<file path="src/verilog/qcm_pkg.sv">
// package of register map, field layout and reset values for the queue congestion monitor
package qcm_pkg;
    // ----------------------------------------
    // register byte offsets
    // ----------------------------------------
    localparam logic [7:0] OFF_EG_THR = 8'h00;  // egress_queue_depth_threshold
    localparam logic [7:0] OFF_EG_OTC = 8'h04;  // egress_over_threshold_tick_count
    localparam logic [7:0] OFF_EG_STS = 8'h08;  // egress_congestion_status
    localparam logic [7:0] OFF_REORD = 8'h0c;   // ingress_reorder_counter
    localparam logic [7:0] OFF_IN_THR = 8'h10;  // ingress_queue_depth_threshold
    localparam logic [7:0] OFF_IN_OTC = 8'h14;  // ingress_over_threshold_tick_count
    localparam logic [7:0] OFF_IN_STS = 8'h18;  // ingress_congestion_status
    localparam logic [7:0] OFF_INT_STS = 8'h20; // interrupt status
    localparam logic [7:0] OFF_INT_MSK = 8'h24; // interrupt mask
    // ----------------------------------------
    // field positions and widths
    // ----------------------------------------
    localparam int DEPTH_LSB = 0;   // depth threshold in threshold register
    localparam int DEPTH_W = 8;
    localparam int DRAIN_LSB = 8;   // drain_tick_count
    localparam int TICK_W = 12;
    localparam int PERIOD_LSB = 20; // congestion_tick_interval
    localparam int LEVEL_LSB = 0;   // counter field in status / reorder register
    localparam int LEVEL_W = 16;
    localparam int ALARM_LSB = 16;  // alarm level field
    localparam int INT_W = 3;
    localparam int INT_EG_CONG = 0; // egress_congestion_interrupt
    localparam int INT_IN_CONG = 1; // ingress congestion interrupt
    localparam int INT_REORD = 2;   // ingress_reorder_interrupt
    // ----------------------------------------
    // values after reset
    // ----------------------------------------
    localparam logic [7:0] RST_DEPTH = 8'h04;
    localparam logic [11:0] RST_TICK = 12'h000;  // zero keeps a timer stopped
    localparam logic [15:0] RST_ALARM = 16'h0008;
    localparam logic [2:0] RST_MASK = 3'h0;
endpackage
</file>
<file path="src/verilog/qcm_monitor.sv">
// per-port queue congestion monitor with apb register slave
//
// Overview of operation
// - period tick advances tick counter when level nonzero
// - tick counter totals, cleared only by read
// - full packet in, depth exceeded: level plus one
// - drain tick decrements the congestion level
// - error bias tick also decrements the level
// - write one to status bit clears level
// - level above alarm sets congestion status bit
// - fabric picks non-head packet: reorder count plus one
// - reorder count above alarm sets reorder bit
// - ingress queue gets identical copy of logic
// - both congestion bits live in one status register
// - egress congestion rise may request port-write
`timescale 1ns/1ps
module qcm_monitor
    import qcm_pkg::*;
#(
    parameter int QCNT_W = 8 // width of the queued packet count inputs
) (
    input wire logic clock,
    input wire logic srst,
    input wire logic clk_en,
    // apb slave
    input wire logic psel,
    input wire logic penable,
    input wire logic pwrite,
    input wire logic [7:0] paddr,
    input wire logic [31:0] pwdata,
    output logic [31:0] prdata,
    output logic pready,
    output logic pslverr,
    // egress queue events
    input wire logic eg_pkt_done,
    input wire logic [QCNT_W-1:0] eg_pkt_count,
    // ingress queue events
    input wire logic in_pkt_done,
    input wire logic [QCNT_W-1:0] in_pkt_count,
    // error rate bias timer tick, from outside
    input wire logic eg_bias_tick,
    input wire logic in_bias_tick,
    // switching_fabric took a non-head packet from the ingress queue
    input wire logic fabric_reorder,
    // outputs
    output logic irq,
    output logic port_write_req
);

    // ----------------------------------------
    // functions
    // ----------------------------------------

    // address match on a word offset
    function automatic logic hit(input logic [7:0] a, input logic [7:0] off);
        return a == off;
    endfunction

    // saturating counter step: one up, up to two down
    function automatic logic [15:0] sat_step(input logic [15:0] v, input logic inc,
                                             input logic [1:0] dec);
        logic [16:0] t;
        // widen by one bit so the carry shows an overflow
        t = {1'b0, v} + {16'h0000, inc};
        if (t[16]) begin
            t = {1'b0, 16'hffff}; // hold at top instead of rolling over
        end
        if (t < {15'h0000, dec}) begin
            return 16'h0000; // never wrap below zero
        end
        return t[15:0] - {14'h0000, dec};
    endfunction

    // ----------------------------------------
    // state, index 0 egress, index 1 ingress
    // ----------------------------------------
    logic [DEPTH_W-1:0] depth_r [2];      // depth threshold
    logic [TICK_W-1:0] drain_r [2];       // drain_tick_count
    logic [TICK_W-1:0] period_r [2];      // congestion_tick_interval
    logic [LEVEL_W-1:0] alarm_r [2];      // congestion_alarm_level
    logic [LEVEL_W-1:0] level_r [2];      // congestion_level_counter
    logic [31:0] otc_r [2];               // over_threshold_tick_counter
    logic [TICK_W-1:0] ptmr_r [2];        // period timer
    logic [TICK_W-1:0] dtmr_r [2];        // drain timer
    logic [LEVEL_W-1:0] rcnt_r;           // reorder_event_counter
    logic [LEVEL_W-1:0] ralarm_r;         // reorder_alarm_level
    logic [INT_W-1:0] int_sts_r;          // sticky status
    logic [INT_W-1:0] int_msk_r;          // mask, one enables
    logic [INT_W-1:0] cond_prev_r;        // last alarm conditions
    // apb response flops, so the bus outputs leave registers
    logic [31:0] prdata_r; // read word captured at setup
    logic pready_r; // high in the access cycle
    logic pslverr_r; // unmapped address flag
    // interrupt and notification outputs
    logic irq_r; // level interrupt
    logic pw_req_r; // port-write request pulse

    // ----------------------------------------
    // apb decode
    // ----------------------------------------
    logic setup_ph;  // first cycle of a transfer
    logic wr_acc;    // write completes this edge
    logic rd_acc;    // read completes this edge
    logic mapped;    // address belongs to a register
    // queue inputs gathered into arrays
    logic pkt_done [2];     // per-queue packet arrival
    logic [QCNT_W-1:0] pkt_count [2];
    logic bias_tick [2];
    logic [INT_W-1:0] cond;         // alarm conditions now
    logic ptick [2];                // period timer expiry
    logic dtick [2];                // drain timer expiry
    logic lvl_clr [2];              // software clear of level
    // per-queue register offsets, so one loop decodes both
    logic [7:0] thr_off [2];
    logic [7:0] otc_off [2];
    logic [7:0] sts_off [2];

    // phase decode; all of it is gated by the clock enable
    assign setup_ph = clk_en & psel & ~penable;
    // the access phase always sees pready high, so every transfer is two cycles
    assign wr_acc = clk_en & psel & penable & pready_r & pwrite;
    assign rd_acc = clk_en & psel & penable & pready_r & ~pwrite;
    // any address outside the map answers with pslverr
    assign mapped = hit(paddr, OFF_EG_THR) | hit(paddr, OFF_EG_OTC) | hit(paddr, OFF_EG_STS) |
                    hit(paddr, OFF_REORD) | hit(paddr, OFF_IN_THR) | hit(paddr, OFF_IN_OTC) |
                    hit(paddr, OFF_IN_STS) | hit(paddr, OFF_INT_STS) | hit(paddr, OFF_INT_MSK);

    // gather the two queues into arrays so one loop serves both
    // egress sits at index 0, ingress at index 1
    assign pkt_done[0] = eg_pkt_done;
    assign pkt_done[1] = in_pkt_done;
    assign pkt_count[0] = eg_pkt_count;
    assign pkt_count[1] = in_pkt_count;
    assign bias_tick[0] = eg_bias_tick;
    assign bias_tick[1] = in_bias_tick;
    // fixed offsets of each queue's own registers
    assign thr_off[0] = OFF_EG_THR;
    assign thr_off[1] = OFF_IN_THR;
    assign otc_off[0] = OFF_EG_OTC;
    assign otc_off[1] = OFF_IN_OTC;
    assign sts_off[0] = OFF_EG_STS;
    assign sts_off[1] = OFF_IN_STS;

    // ----------------------------------------
    // tick strobes and clears
    // ----------------------------------------
    always_comb begin
        for (int i = 0; i < 2; i++) begin
            // an interval of zero parks the timer
            ptick[i] = (period_r[i] != RST_TICK) && (ptmr_r[i] == period_r[i] - 12'h001);
            dtick[i] = (drain_r[i] != RST_TICK) && (dtmr_r[i] == drain_r[i] - 12'h001);
            // a one written to the queue's status bit empties its level
            lvl_clr[i] = wr_acc && hit(paddr, OFF_INT_STS) && pwdata[i];
        end
    end

    // alarm conditions, strictly greater than the alarm level
    // a level equal to the alarm does not raise the bit
    assign cond[INT_EG_CONG] = level_r[0] > alarm_r[0];
    assign cond[INT_IN_CONG] = level_r[1] > alarm_r[1];
    // the reorder alarm watches the single ingress counter
    assign cond[INT_REORD] = rcnt_r > ralarm_r;

    // ----------------------------------------
    // tick timers
    // ----------------------------------------
    // one period and one drain timer per queue
    always_ff @(posedge clock) begin
        if (srst) begin
            for (int i = 0; i < 2; i++) begin
                ptmr_r[i] <= RST_TICK;
                dtmr_r[i] <= RST_TICK;
            end
        end else if (clk_en) begin
            for (int i = 0; i < 2; i++) begin
                // free-running counters that restart on expiry
                if (ptick[i] || period_r[i] == RST_TICK) begin
                    ptmr_r[i] <= RST_TICK;
                end else begin
                    ptmr_r[i] <= ptmr_r[i] + 12'h001;
                end
                // the drain timer restarts the same way
                if (dtick[i] || drain_r[i] == RST_TICK) begin
                    dtmr_r[i] <= RST_TICK;
                end else begin
                    dtmr_r[i] <= dtmr_r[i] + 12'h001;
                end
            end
        end
    end

    // ----------------------------------------
    // congestion level counters
    // ----------------------------------------
    // one counter per queue; both drains may hit in one cycle
    always_ff @(posedge clock) begin
        if (srst) begin
            for (int i = 0; i < 2; i++) begin
                // levels start empty
                level_r[i] <= 16'h0000;
            end
        end else if (clk_en) begin
            for (int i = 0; i < 2; i++) begin
                // a clear empties the old count, but events of this cycle still count
                level_r[i] <= sat_step(lvl_clr[i] ? 16'h0000 : level_r[i],
                                       pkt_done[i] && ({{(32-QCNT_W){1'b0}}, pkt_count[i]} >
                                                       {24'h000000, depth_r[i]}),
                                       {1'b0, dtick[i]} + {1'b0, bias_tick[i]});
            end
        end
    end

    // ----------------------------------------
    // over-threshold tick counters
    // ----------------------------------------
    // running totals; only a read of the register empties them
    always_ff @(posedge clock) begin
        if (srst) begin
            for (int i = 0; i < 2; i++) begin
                // totals start at zero
                otc_r[i] <= 32'h00000000;
            end
        end else if (clk_en) begin
            for (int i = 0; i < 2; i++) begin
                if (rd_acc && hit(paddr, otc_off[i])) begin
                    // read clears, yet a tick in the same cycle is kept
                    otc_r[i] <= {31'h00000000, ptick[i] && level_r[i] != 16'h0000};
                end else if (ptick[i] && level_r[i] != 16'h0000 && otc_r[i] != 32'hffffffff) begin
                    // hold at the top rather than wrap
                    otc_r[i] <= otc_r[i] + 32'h00000001;
                end
            end
        end
    end

    // ----------------------------------------
    // reorder event counter
    // ----------------------------------------
    // counts non-head picks; it never decrements
    always_ff @(posedge clock) begin
        if (srst) begin
            rcnt_r <= 16'h0000;
        end else if (clk_en) begin
            if (wr_acc && hit(paddr, OFF_REORD)) begin
                // a write restarts the count; a pick in that cycle still counts
                rcnt_r <= {15'h0000, fabric_reorder};
            end else begin
                // saturate at the top instead of rolling over
                rcnt_r <= sat_step(rcnt_r, fabric_reorder, 2'h0);
            end
        end
    end

    // ----------------------------------------
    // configuration registers
    // ----------------------------------------
    // software-written fields; writes to read-only halves are dropped
    always_ff @(posedge clock) begin
        if (srst) begin
            for (int i = 0; i < 2; i++) begin
                depth_r[i] <= RST_DEPTH;
                drain_r[i] <= RST_TICK;
                period_r[i] <= RST_TICK;
                alarm_r[i] <= RST_ALARM;
            end
            // reorder alarm shares the default of the level alarms
            ralarm_r <= RST_ALARM;
            int_msk_r <= RST_MASK;
        end else if (wr_acc) begin
            for (int i = 0; i < 2; i++) begin
                if (hit(paddr, thr_off[i])) begin
                    depth_r[i] <= pwdata[DEPTH_LSB +: DEPTH_W];
                    drain_r[i] <= pwdata[DRAIN_LSB +: TICK_W];
                    period_r[i] <= pwdata[PERIOD_LSB +: TICK_W];
                end
                if (hit(paddr, sts_off[i])) begin
                    // the level half is read-only
                    alarm_r[i] <= pwdata[ALARM_LSB +: LEVEL_W];
                end
            end
            if (hit(paddr, OFF_REORD)) begin
                ralarm_r <= pwdata[ALARM_LSB +: LEVEL_W];
            end
            // mask bits enable the matching status bits onto irq
            if (hit(paddr, OFF_INT_MSK)) begin
                int_msk_r <= pwdata[INT_W-1:0];
            end
        end
    end

    // ----------------------------------------
    // interrupt status, mask and output
    // ----------------------------------------
    // sticky status set on a rising alarm condition
    always_ff @(posedge clock) begin
        if (srst) begin
            int_sts_r <= 3'h0;
            cond_prev_r <= 3'h0;
            irq_r <= 1'b0;
        end else if (clk_en) begin
            // remember the conditions to find their rising edge
            cond_prev_r <= cond;
            // set on a rising condition; set wins over a read clear in the same cycle
            if (rd_acc && hit(paddr, OFF_INT_STS)) begin
                int_sts_r <= cond & ~cond_prev_r;
            end else if (wr_acc && hit(paddr, OFF_INT_STS)) begin
                // a write of ones clears only the congestion bits
                int_sts_r <= (int_sts_r & ~{1'b0, pwdata[1:0]}) | (cond & ~cond_prev_r);
            end else begin
                int_sts_r <= int_sts_r | (cond & ~cond_prev_r);
            end
            // level output, one cycle behind the status
            irq_r <= |(int_sts_r & int_msk_r);
        end
    end

    // ----------------------------------------
    // port-write request
    // ----------------------------------------
    // one pulse per rise of the egress congestion condition; the packet builder sits outside
    always_ff @(posedge clock) begin
        if (srst) begin
            pw_req_r <= 1'b0;
        end else if (clk_en) begin
            pw_req_r <= cond[INT_EG_CONG] & ~cond_prev_r[INT_EG_CONG];
        end
    end

    // ----------------------------------------
    // apb response
    // ----------------------------------------
    // data is captured in the setup cycle so prdata leaves a flop; the cost is a
    // fixed wait of none beyond the access phase, with values as of setup
    always_ff @(posedge clock) begin
        if (srst) begin
            prdata_r <= 32'h00000000;
            pready_r <= 1'b0;
            pslverr_r <= 1'b0;
        end else if (clk_en) begin
            // no wait states: ready always follows setup
            pready_r <= setup_ph;
            pslverr_r <= setup_ph & ~mapped; // unmapped address answers with an error
            if (setup_ph && !pwrite) begin
                // the host follows the trend by polling these fields
                case (paddr)
                    OFF_EG_THR: prdata_r <= {period_r[0], drain_r[0], depth_r[0]};
                    OFF_EG_OTC: prdata_r <= otc_r[0];
                    OFF_EG_STS: prdata_r <= {alarm_r[0], level_r[0]};
                    OFF_REORD: prdata_r <= {ralarm_r, rcnt_r};
                    OFF_IN_THR: prdata_r <= {period_r[1], drain_r[1], depth_r[1]};
                    OFF_IN_OTC: prdata_r <= otc_r[1];
                    OFF_IN_STS: prdata_r <= {alarm_r[1], level_r[1]};
                    OFF_INT_STS: prdata_r <= {29'h00000000, int_sts_r};
                    OFF_INT_MSK: prdata_r <= {29'h00000000, int_msk_r};
                    // holes in the map read as zero
                    default: prdata_r <= 32'h00000000;
                endcase
            end
        end
    end

    // ----------------------------------------
    // outputs
    // ----------------------------------------
    // every output is a plain copy of its flop
    assign prdata = prdata_r;
    assign pready = pready_r;
    assign pslverr = pslverr_r;
    assign irq = irq_r;
    assign port_write_req = pw_req_r;

endmodule

</file>
<file path="config.mk">
export PLATFORM = sky130hd
export DESIGN_NAME = qcm_monitor
export DESIGN_NICKNAME = d
export VERILOG_FILES = /design/src/verilog/qcm_pkg.sv /design/src/verilog/qcm_monitor.sv
export SDC_FILE = /design/constraint.sdc
export NUM_CORES = 1
export LEC_CHECK = 0
export ABC_AREA = 0
export BUFFER_PORTS_ARGS = -buffer_cell sky130_fd_sc_hd__buf_4
export CORE_MARGIN = 5
export CORE_UTILIZATION = 40
export DETAILED_ROUTE_END_ITERATION = 16
export PLACE_DENSITY = 0.58
export SYNTH_ARGS = -nofsm -noshare
export SYNTH_HDL_FRONTEND = slang
export SYNTH_SLANG_ARGS = --single-unit
export TNS_END_PERCENT = 20
</file>
<file path="constraint.sdc">
create_clock -name clock -period 16.63 [get_ports clock]
set_clock_uncertainty 0.2 [all_clocks]
set_input_delay 2.4945 -clock clock [delete_from_list [all_inputs] [get_ports clock]]
set_output_delay 2.4945 -clock clock [all_outputs]
set_load 0.05 [all_outputs]
</file>
==> results of run 1 <==
[placed cells by master (no fill, tap or decap), drive strengths merged, types with 16 or more instances in the layout]
cell type | Yosys | layout
dfxtp | 77 | 77
and4 | 18 | 18
nor2 | 203 | 203
xnor2 | 80 | 80
ha | 86 | 86
a22o | 44 | 44
buf | 28 | 124
edfxtp | 240 | 240
nor2b | 16 | 16
a221oi | 39 | 39
clkbuf | 80 | 58
and3 | 42 | 42
a31oi | 48 | 48
o21ai | 57 | 57
nand4 | 55 | 55
inv | 98 | 98
a22oi | 33 | 33
xor2 | 103 | 103
nand3 | 82 | 82
o21bai | 29 | 29
a21oi | 109 | 109
and2 | 62 | 62
a21o | 27 | 27
nor3 | 47 | 47
nand2 | 146 | 146
a211oi | 16 | 16
nand2b | 21 | 21
nor4 | 29 | 29
[cells in the mapped netlist (42+ instances only)]
cell	number
inv_1	98
o21ai_0	56
a31oi_1	48
nand4_1	55
nand2_1	145
nor3_1	45
nor2_1	203
nand3_1	81
ha_1	86
dfxtp_1	77
clkbuf_1	80
edfxtp_1	240
and2_1	61
xnor2_1	80
a21oi_1	109
xor2_1	103
and3_1	42
a22o_1	44
[state kept, by name, summed over array words and instances, names as in the netlist, 3 cells and up]
| register | count |
|---|---|
| ptmr_r | 24 |
| cond_prev_r | 3 |
| otc_r | 64 |
| depth_r | 16 |
| int_msk_r | 3 |
| ralarm_r | 16 |
| dtmr_r | 24 |
| period_r | 24 |
| int_sts_r | 3 |
| level_r | 32 |
| drain_r | 24 |
| alarm_r | 32 |
| rcnt_r | 16 |
| prdata | 32 |
[metrics by stage]
stage | power, mW | area, sq um
2_1_floorplan | 1.13 | 19900
3_3_place_gp | 1.21 | 21300
3_5_place_dp | 1.22 | 21300
4_1_cts | 2.06 | 22500
5_1_grt | 2.12 | 22500
6_report | 2.05 | 22500
[cell type report]
cell class / instances / area, sq um / share of cell area
multi-input combinational: 1550 / 10400 / 0.462
clock inverter: 12 / 138 / 0.00611
timing repair buffer: 124 / 931 / 0.0413
sequential: 317 / 8750 / 0.389
tap: 664 / 831 / 0.0369
inverter: 98 / 369 / 0.0164
clock buffer: 58 / 1090 / 0.0484
[cells by family after synthesis]
| group | share of synthesized area |
|---|---|
| AO/OA/AOI/OAI | 0.173 |
| adder cells (fa/ha/maj) | 0.0559 |
| multiplexers | 0.00797 |
| AND/OR/NAND/NOR | 0.201 |
| flip-flops | 0.439 |
| XOR/XNOR | 0.0815 |
| buffers and inverters | 0.0420 |
[power by group through the flow]
stage / clock network (mW) / registers, mW / logic (mW)
finish: 0.841 / 0.961 / 0.245
global route: 0.887 / 0.965 / 0.271
CTS: 0.854 / 0.960 / 0.244
detailed placement: 0 / 0.976 / 0.243
global placement: 0 / 0.975 / 0.238
floorplan: 0 / 0.942 / 0.183
[worst max-delay path by stage]
stage | startpoint | end | depth (start not counted)
floorplan | paddr[4] | level_r[0][20] | 21
global placement | paddr[1] | level_r[0][22] | 19
detailed placement | psel | level_r[0][8] | 18
CTS | psel | level_r[0][8] | 18
global route | paddr[1] | level_r[0][22] | 19
finish | paddr[1] | level_r[0][20] | 19
[per-layer routing]
| metal | up-vias | GRT usage |
|---|---|---|
| met1 | 8372 | 0.335 |
| met2 | 735 | 0.369 |
| met5 | - | 0 |
| li1 | 7843 | - |
| met4 | 0 | 0.0792 |
| met3 | 104 | 0.0466 |
[worst reg2reg max path, delay by kind of cell, from the launching register on]
| family | cells | cell delay, ps |
|---|---|---|
| fa+ha+maj | 3 | 910 |
| xor+xnor | 1 | 160 |
| compound gates | 3 | 840 |
| buf+inv | 2 | 180 |
| flops | 1 | 560 |
| simple gates | 8 | 2380 |
==> summary.txt, run 1 <==
Outcome
  – Status: completed

Drt
  – # DRC: 0
  – Routed WL: 66700 um
  – Drt first pass iters: 5
  – Vias per cell: 6.04
  – Vias: about 17000
  – Initial DRC Count: about 1800
  – Met3 wire len: 5840 um
  – DR top layer: met4
  – Post-Route M1 WL: between 20000 and 30000 um
  – Drt wl/cell: 23.6 um
  – DR WL met2: 29500 um
  – Post-DRT Antenna Nets: 0

CTS
  – CTS root buf: clkbuf_16
  – Worst skew pair latency: roughly 580 ps
  – CTS max path bufs: 3
  – Num CTS Buffers: 38
  – Worst-path clk slew: 50 ps
  – Post-CTS sizing: 0
  – Hold_buf cts: 0
  – H-tree Lvls: 2
  – Post-CTS Setup Bufs: 0
  – CTS tree: yes
  – Sink Count: around 320

GRT
  – Congestion Overflow GR: 0
  – GRT Overall Usage: 0.238
  – First-pass GRT wire length: approximately 100000 um
  – Initial antenna violation count: 0
  – Via count of the first global-routing pass: 16125
  – Pin count of the biggest net entering global routing: 75

Finish
  – Filler cells: 4752
  – Final core utilization: 0.458
  – Non-Filler Instances: 2823
  – Layout cells sized above 1: 0.102
  – Ant diodes: 0
  – Syn-to-layout area delta: 12.9%
  – Fin nets: 2284

Synth
  – Synth unique cells: 86
  – Synthesized netlist net count: 2228
  – Post-synthesis cell area: 19900 sq um
  – Seq/Total Area, Yosys: 0.439
  – Largest area contributor in the netlist: edfxtp_1
  – Ys async rst share: 0
  – Dominant synthesized flop cell: edfxtp_1
  – Synth Register Bits: 317
  – Yosys warnings: 0
  – Synth area leaders: edfxtp_1 (36%), dfxtp_1 (7.7%), ha_1 (5.4%)
  – Yosys top cell area share: 0.361
  – Mapped Cells: 2073
  – EDFF count, synth: 240
  – Synthesized area per cell: 9.62 sq um

Placement
  – Place WS: 9010 ps
  – GP Congestion: between 0.9 and 1
  – Dpl hpwl: 49000 um
  – Port buffer count: 102
  – Placed cells: 2753

Die
  – Height of the chip: 233 um
  – Row count: 81
  – Io pins: 103
  – Initial core utilization: 0.406
  – Chip width: 233 um
  – Die area: 54400 sq um
  – Core Area: 49200 sq um

Critical path
  – Reg2reg setup slack: around 11000 ps
  – Worst-path cell chain: buf_4 > or4_1 > nor4_2 > buf_4 > nor2_1 > ha_1 > ha_1 > nand3_1 > nor3_4 > nand2_1 > nor2_1 > nor2_1 > inv_1 > ha_1 > a21oi_1 > and3_1 > nand2_1 > a221oi_4 > nor3_1
  – Worst Setup End Kind: flip-flop
  – Critical Path Max Stage Delay: 860 ps
  – CP Class: input port to flip-flop
  – CP top delay family: simple AND/OR/NAND/NOR gates
  – Slowest cell on the critical path: or4_1
  – Critical Path Fanout Max: 15
  – Reg2reg start: drain_r[0][12]
  – R2R Path End: level_r[0][20]
  – WP data arrival: 7170 ps
  – Reg2reg path depth: 17
  – Crit path launch type: input port
  – WP data required: 16720 ps
  – Crit path buf inv count: 3

Timing
  – Minimum clock period: 7080 ps
  – Rel. slew slack: 0.202
  – # setup viols final: 0
  – RSZ-0062 raised after global routing: false
  – Endpoints failing hold: 0
  – Final worst path period share: 0.426
  – Final worst setup slack: ~9600 ps
  – Total negative slack: 0 ps
  – Slew Viols, Final: 0
  – F_max: between 100 and 150 MHz
  – WHS: 280 ps
  – Worst Tran Pin Value: ~1200 ps

Pwr
  – Comb power frac: 0.120
  – Worst vdd ir: around 0.065 mV
  – Sequential share of power: 0.469
  – Int Pwr: between 1 and 1.5 mW
  – Power Density: 90.9 nW/um^2
  – Switching power: approximately 0.57 mW
  – Switching Share: 0.278
  – Clk pwr share: 0.411
  – Leakage power: 8.34 nW

Hold path
  – Hold path startpoint: int_msk_r[0]
  – Hold path depth: 2
  – Hold crit path type: flip-flop to flip-flop
  – Hold Path End: int_msk_r[0]

Flow run
  – Max-cap violations: 0
Power figures use the tool's default switching activity.
==> run 2, diff against run 1 <==
Settings changed: PLACE_DENSITY 0.58 to 0.6.
Clock period 16.63 ns to 5.92 ns, I/O delays scaled along.
==> run 2 against run 1 <==
Net effect: sequential share of layout area fell by 0.21 points; critical path depth shrank 2; global-route usage up 0.22 points; flip-flop and latch count is the same; sequential power rose to 2.8 times the previous value; first-iteration DRC count is 0.50% lower; combinational power rose to 2.8 times the previous value; wire length increased by 0.32%; setup slack lost 9100 ps; hold slack lost 8.2 ps; clock power grew to 2.9 times the previous value; register-to-register slack got worse by 11000 ps; largest power group unchanged.
==> summary.txt, run 2 (same netlist as run 1, synthesis figures left out) <==
GRT
  – GR peak layer: met2
  – Via count of the first global-routing pass: 16223 (+0.61%)
  – First-pass GRT wire length: 101000 um (+1.3%)
  – Congestion Overflow GR: 0 (unchanged)
  – Initial antenna violation count: 2 (+2)
  – GRT Overall Usage: 0.240 (+0.00219)
  – Met3 Usage GRT: 0.0385 (-0.00802)
  – Pin count of the biggest net entering global routing: 66 (-12%)
  – Met2 Use GR: 0.370 (+0.00118)
  – GR met1 Demand/Resource: 0.346 (+0.0113)

Drt
  – Vias: 17088 (+0.20%)
  – Post-DRT Antenna Nets: 0 (unchanged)
  – Drt first pass iters: 5 (unchanged)
  – Drt wl/cell: 23.6 um (about the same)
  – Initial DRC Count: 1792 (-0.50%)
  – # DRC: 0 (unchanged)
  – Routed WL: 66900 um (+0.32%)
  – Vias per cell: 6.03 (-0.19%)

Outcome
  – Status: completed

Placement
  – GP Congestion: 0.940 (+2.8%)
  – Port buffer count: 102 (unchanged)
  – Placed cells: 2763 (+0.36%)
  – Dpl hpwl: 49500 um (+0.89%)

Timing
  – RSZ-0062 raised after global routing: false
  – Endpoints failing hold: 0 (unchanged)
  – Minimum clock period: 5430 ps
  – Final worst path period share: 0.918
  – F_max: 184 MHz
  – Total negative slack: 0 ps (unchanged)
  – Worst Tran Pin Value: 1270 ps (+83.9 ps)
  – Slew Viols, Final: 0 (unchanged)
  – # setup viols final: 0 (unchanged)
  – Rel. slew slack: 0.151 (-0.0507)
  – WHS: 271 ps (-8.24 ps)

Critical path
  – CP Class: flip-flop to flip-flop
  – WP data arrival: 5520 ps (-1650 ps)
  – Worst Setup End Kind: flip-flop
  – WP data required: 6010 ps (-10710 ps)
  – Crit path launch type: flip-flop
  – Critical Path Fanout Max: 10 (-5)

Die
  – Io pins: 103 (unchanged)
  – Die area: 54400 sq um (unchanged)
  – Core Area: 49200 sq um (unchanged)
  – Height of the chip: 233 um (unchanged)
  – Initial core utilization: 0.406 (unchanged)
  – Chip width: 233 um (unchanged)
  – Row count: 81 (unchanged)

CTS
  – Post-CTS Setup Bufs: 0 (unchanged)
  – Sink Count: 317 (unchanged)
  – Post-CTS sizing: 0 (unchanged)
  – H-tree Lvls: 2 (unchanged)
  – Num CTS Buffers: 39 (+2.6%)
  – Worst-path clk slew: 60 ps (about the same)
  – CTS root buf: clkbuf_16
  – Worst skew pair latency: 580 ps (about the same)
  – CTS max path bufs: 3 (unchanged)
  – Hold_buf cts: 0 (unchanged)
  – CTS tree: yes

Finish
  – Commonest cells after routing, fill and taps aside: edfxtp_1 (240), nor2_1 (195), nand2_1 (145)
  – Filler cells: 4703 (-1.0%)
  – Non-Filler Instances: 2834 (+0.39%)
  – Biggest register: otc_r
  – Number of flip-flops in the largest register: 64 (unchanged)
  – Most common cell after layout, fill and taps aside: edfxtp_1
  – Syn-to-layout area delta: 13.5%
  – Ant diodes: 0 (unchanged)
  – Fin nets: 2295 (+0.48%)
  – Layout cells sized above 1: 0.109 (+0.00685)

Flow run
  – Max-cap violations: 0 (unchanged)

Pwr
  – Total power draw: 5.81 mW (+180%)
  – Worst vdd ir: 0.167 mV (+160%)
  – Leakage power: 8.42 nW (+0.92%)
  – Power Density: 257 nW/um^2 (+180%)

Hold path
  – Hold crit path type: flip-flop to flip-flop
==> run 2: metrics by stage <==
step,area [sq um],util,worst slack [ps]
5_1_grt,22600,0.461,161
2_1_floorplan,19900,-,497
6_report,22600,0.461,487
3_5_place_dp,21400,0.435,251
3_3_place_gp,21400,0.435,342
4_1_cts,22600,0.461,480
==> run 2: layer usage <==
metal	share of wire	up-vias
met3	0.083	107
met2	0.44	749
met1	0.45	8367
met5	0.00019	-
met4	0.030	2
li1	-	7863
==> run 2: layout make-up <==
class | count | area, sq um | share of cell area
multi-input combinational | 1550 | 10400 | 0.460
sequential | 317 | 8750 | 0.386
clock buffer | 60 | 1180 | 0.0521
timing repair buffer | 134 | 1010 | 0.0444
tap | 664 | 831 | 0.0367
inverter | 98 | 369 | 0.0163
clock inverter | 11 | 97.6 | 0.00431
==> run 2: critical path, cell delays in order, from the launching register on <==
cell	delay, ps
edfxtp_1	500
inv_1	100
ha_1	320
or4b_2	610
nor3_1	260
xnor2_1	150
and4_1	200
o211ai_1	110
or2_2	310
nor2_1	380
ha_1	290
inv_1	60
ha_1	270
a21oi_1	190
and3_1	320
nand2_1	190
a221oi_4	550
nor3_1	120
==> run 2: path summary, 6_finish.rpt <==
kind | startpoint | to | cells after the start | slack (ps)
max | drain_r[0][12] | level_r[0][22] | 17 | 490
max reg2reg | drain_r[0][12] | level_r[0][22] | 17 | 490
min reg2reg | int_msk_r[0] | int_msk_r[0] | 2 | 270
min | int_msk_r[0] | int_msk_r[0] | 2 | 270
==> run 2: report_power, final <==
part           leakage [nW]  switching (mW)  total (mW)  internal (mW)
registers              3.14           0.207        2.70           2.50
logic                  4.65           0.398       0.690          0.292
clock network         0.630           0.998        2.42           1.42
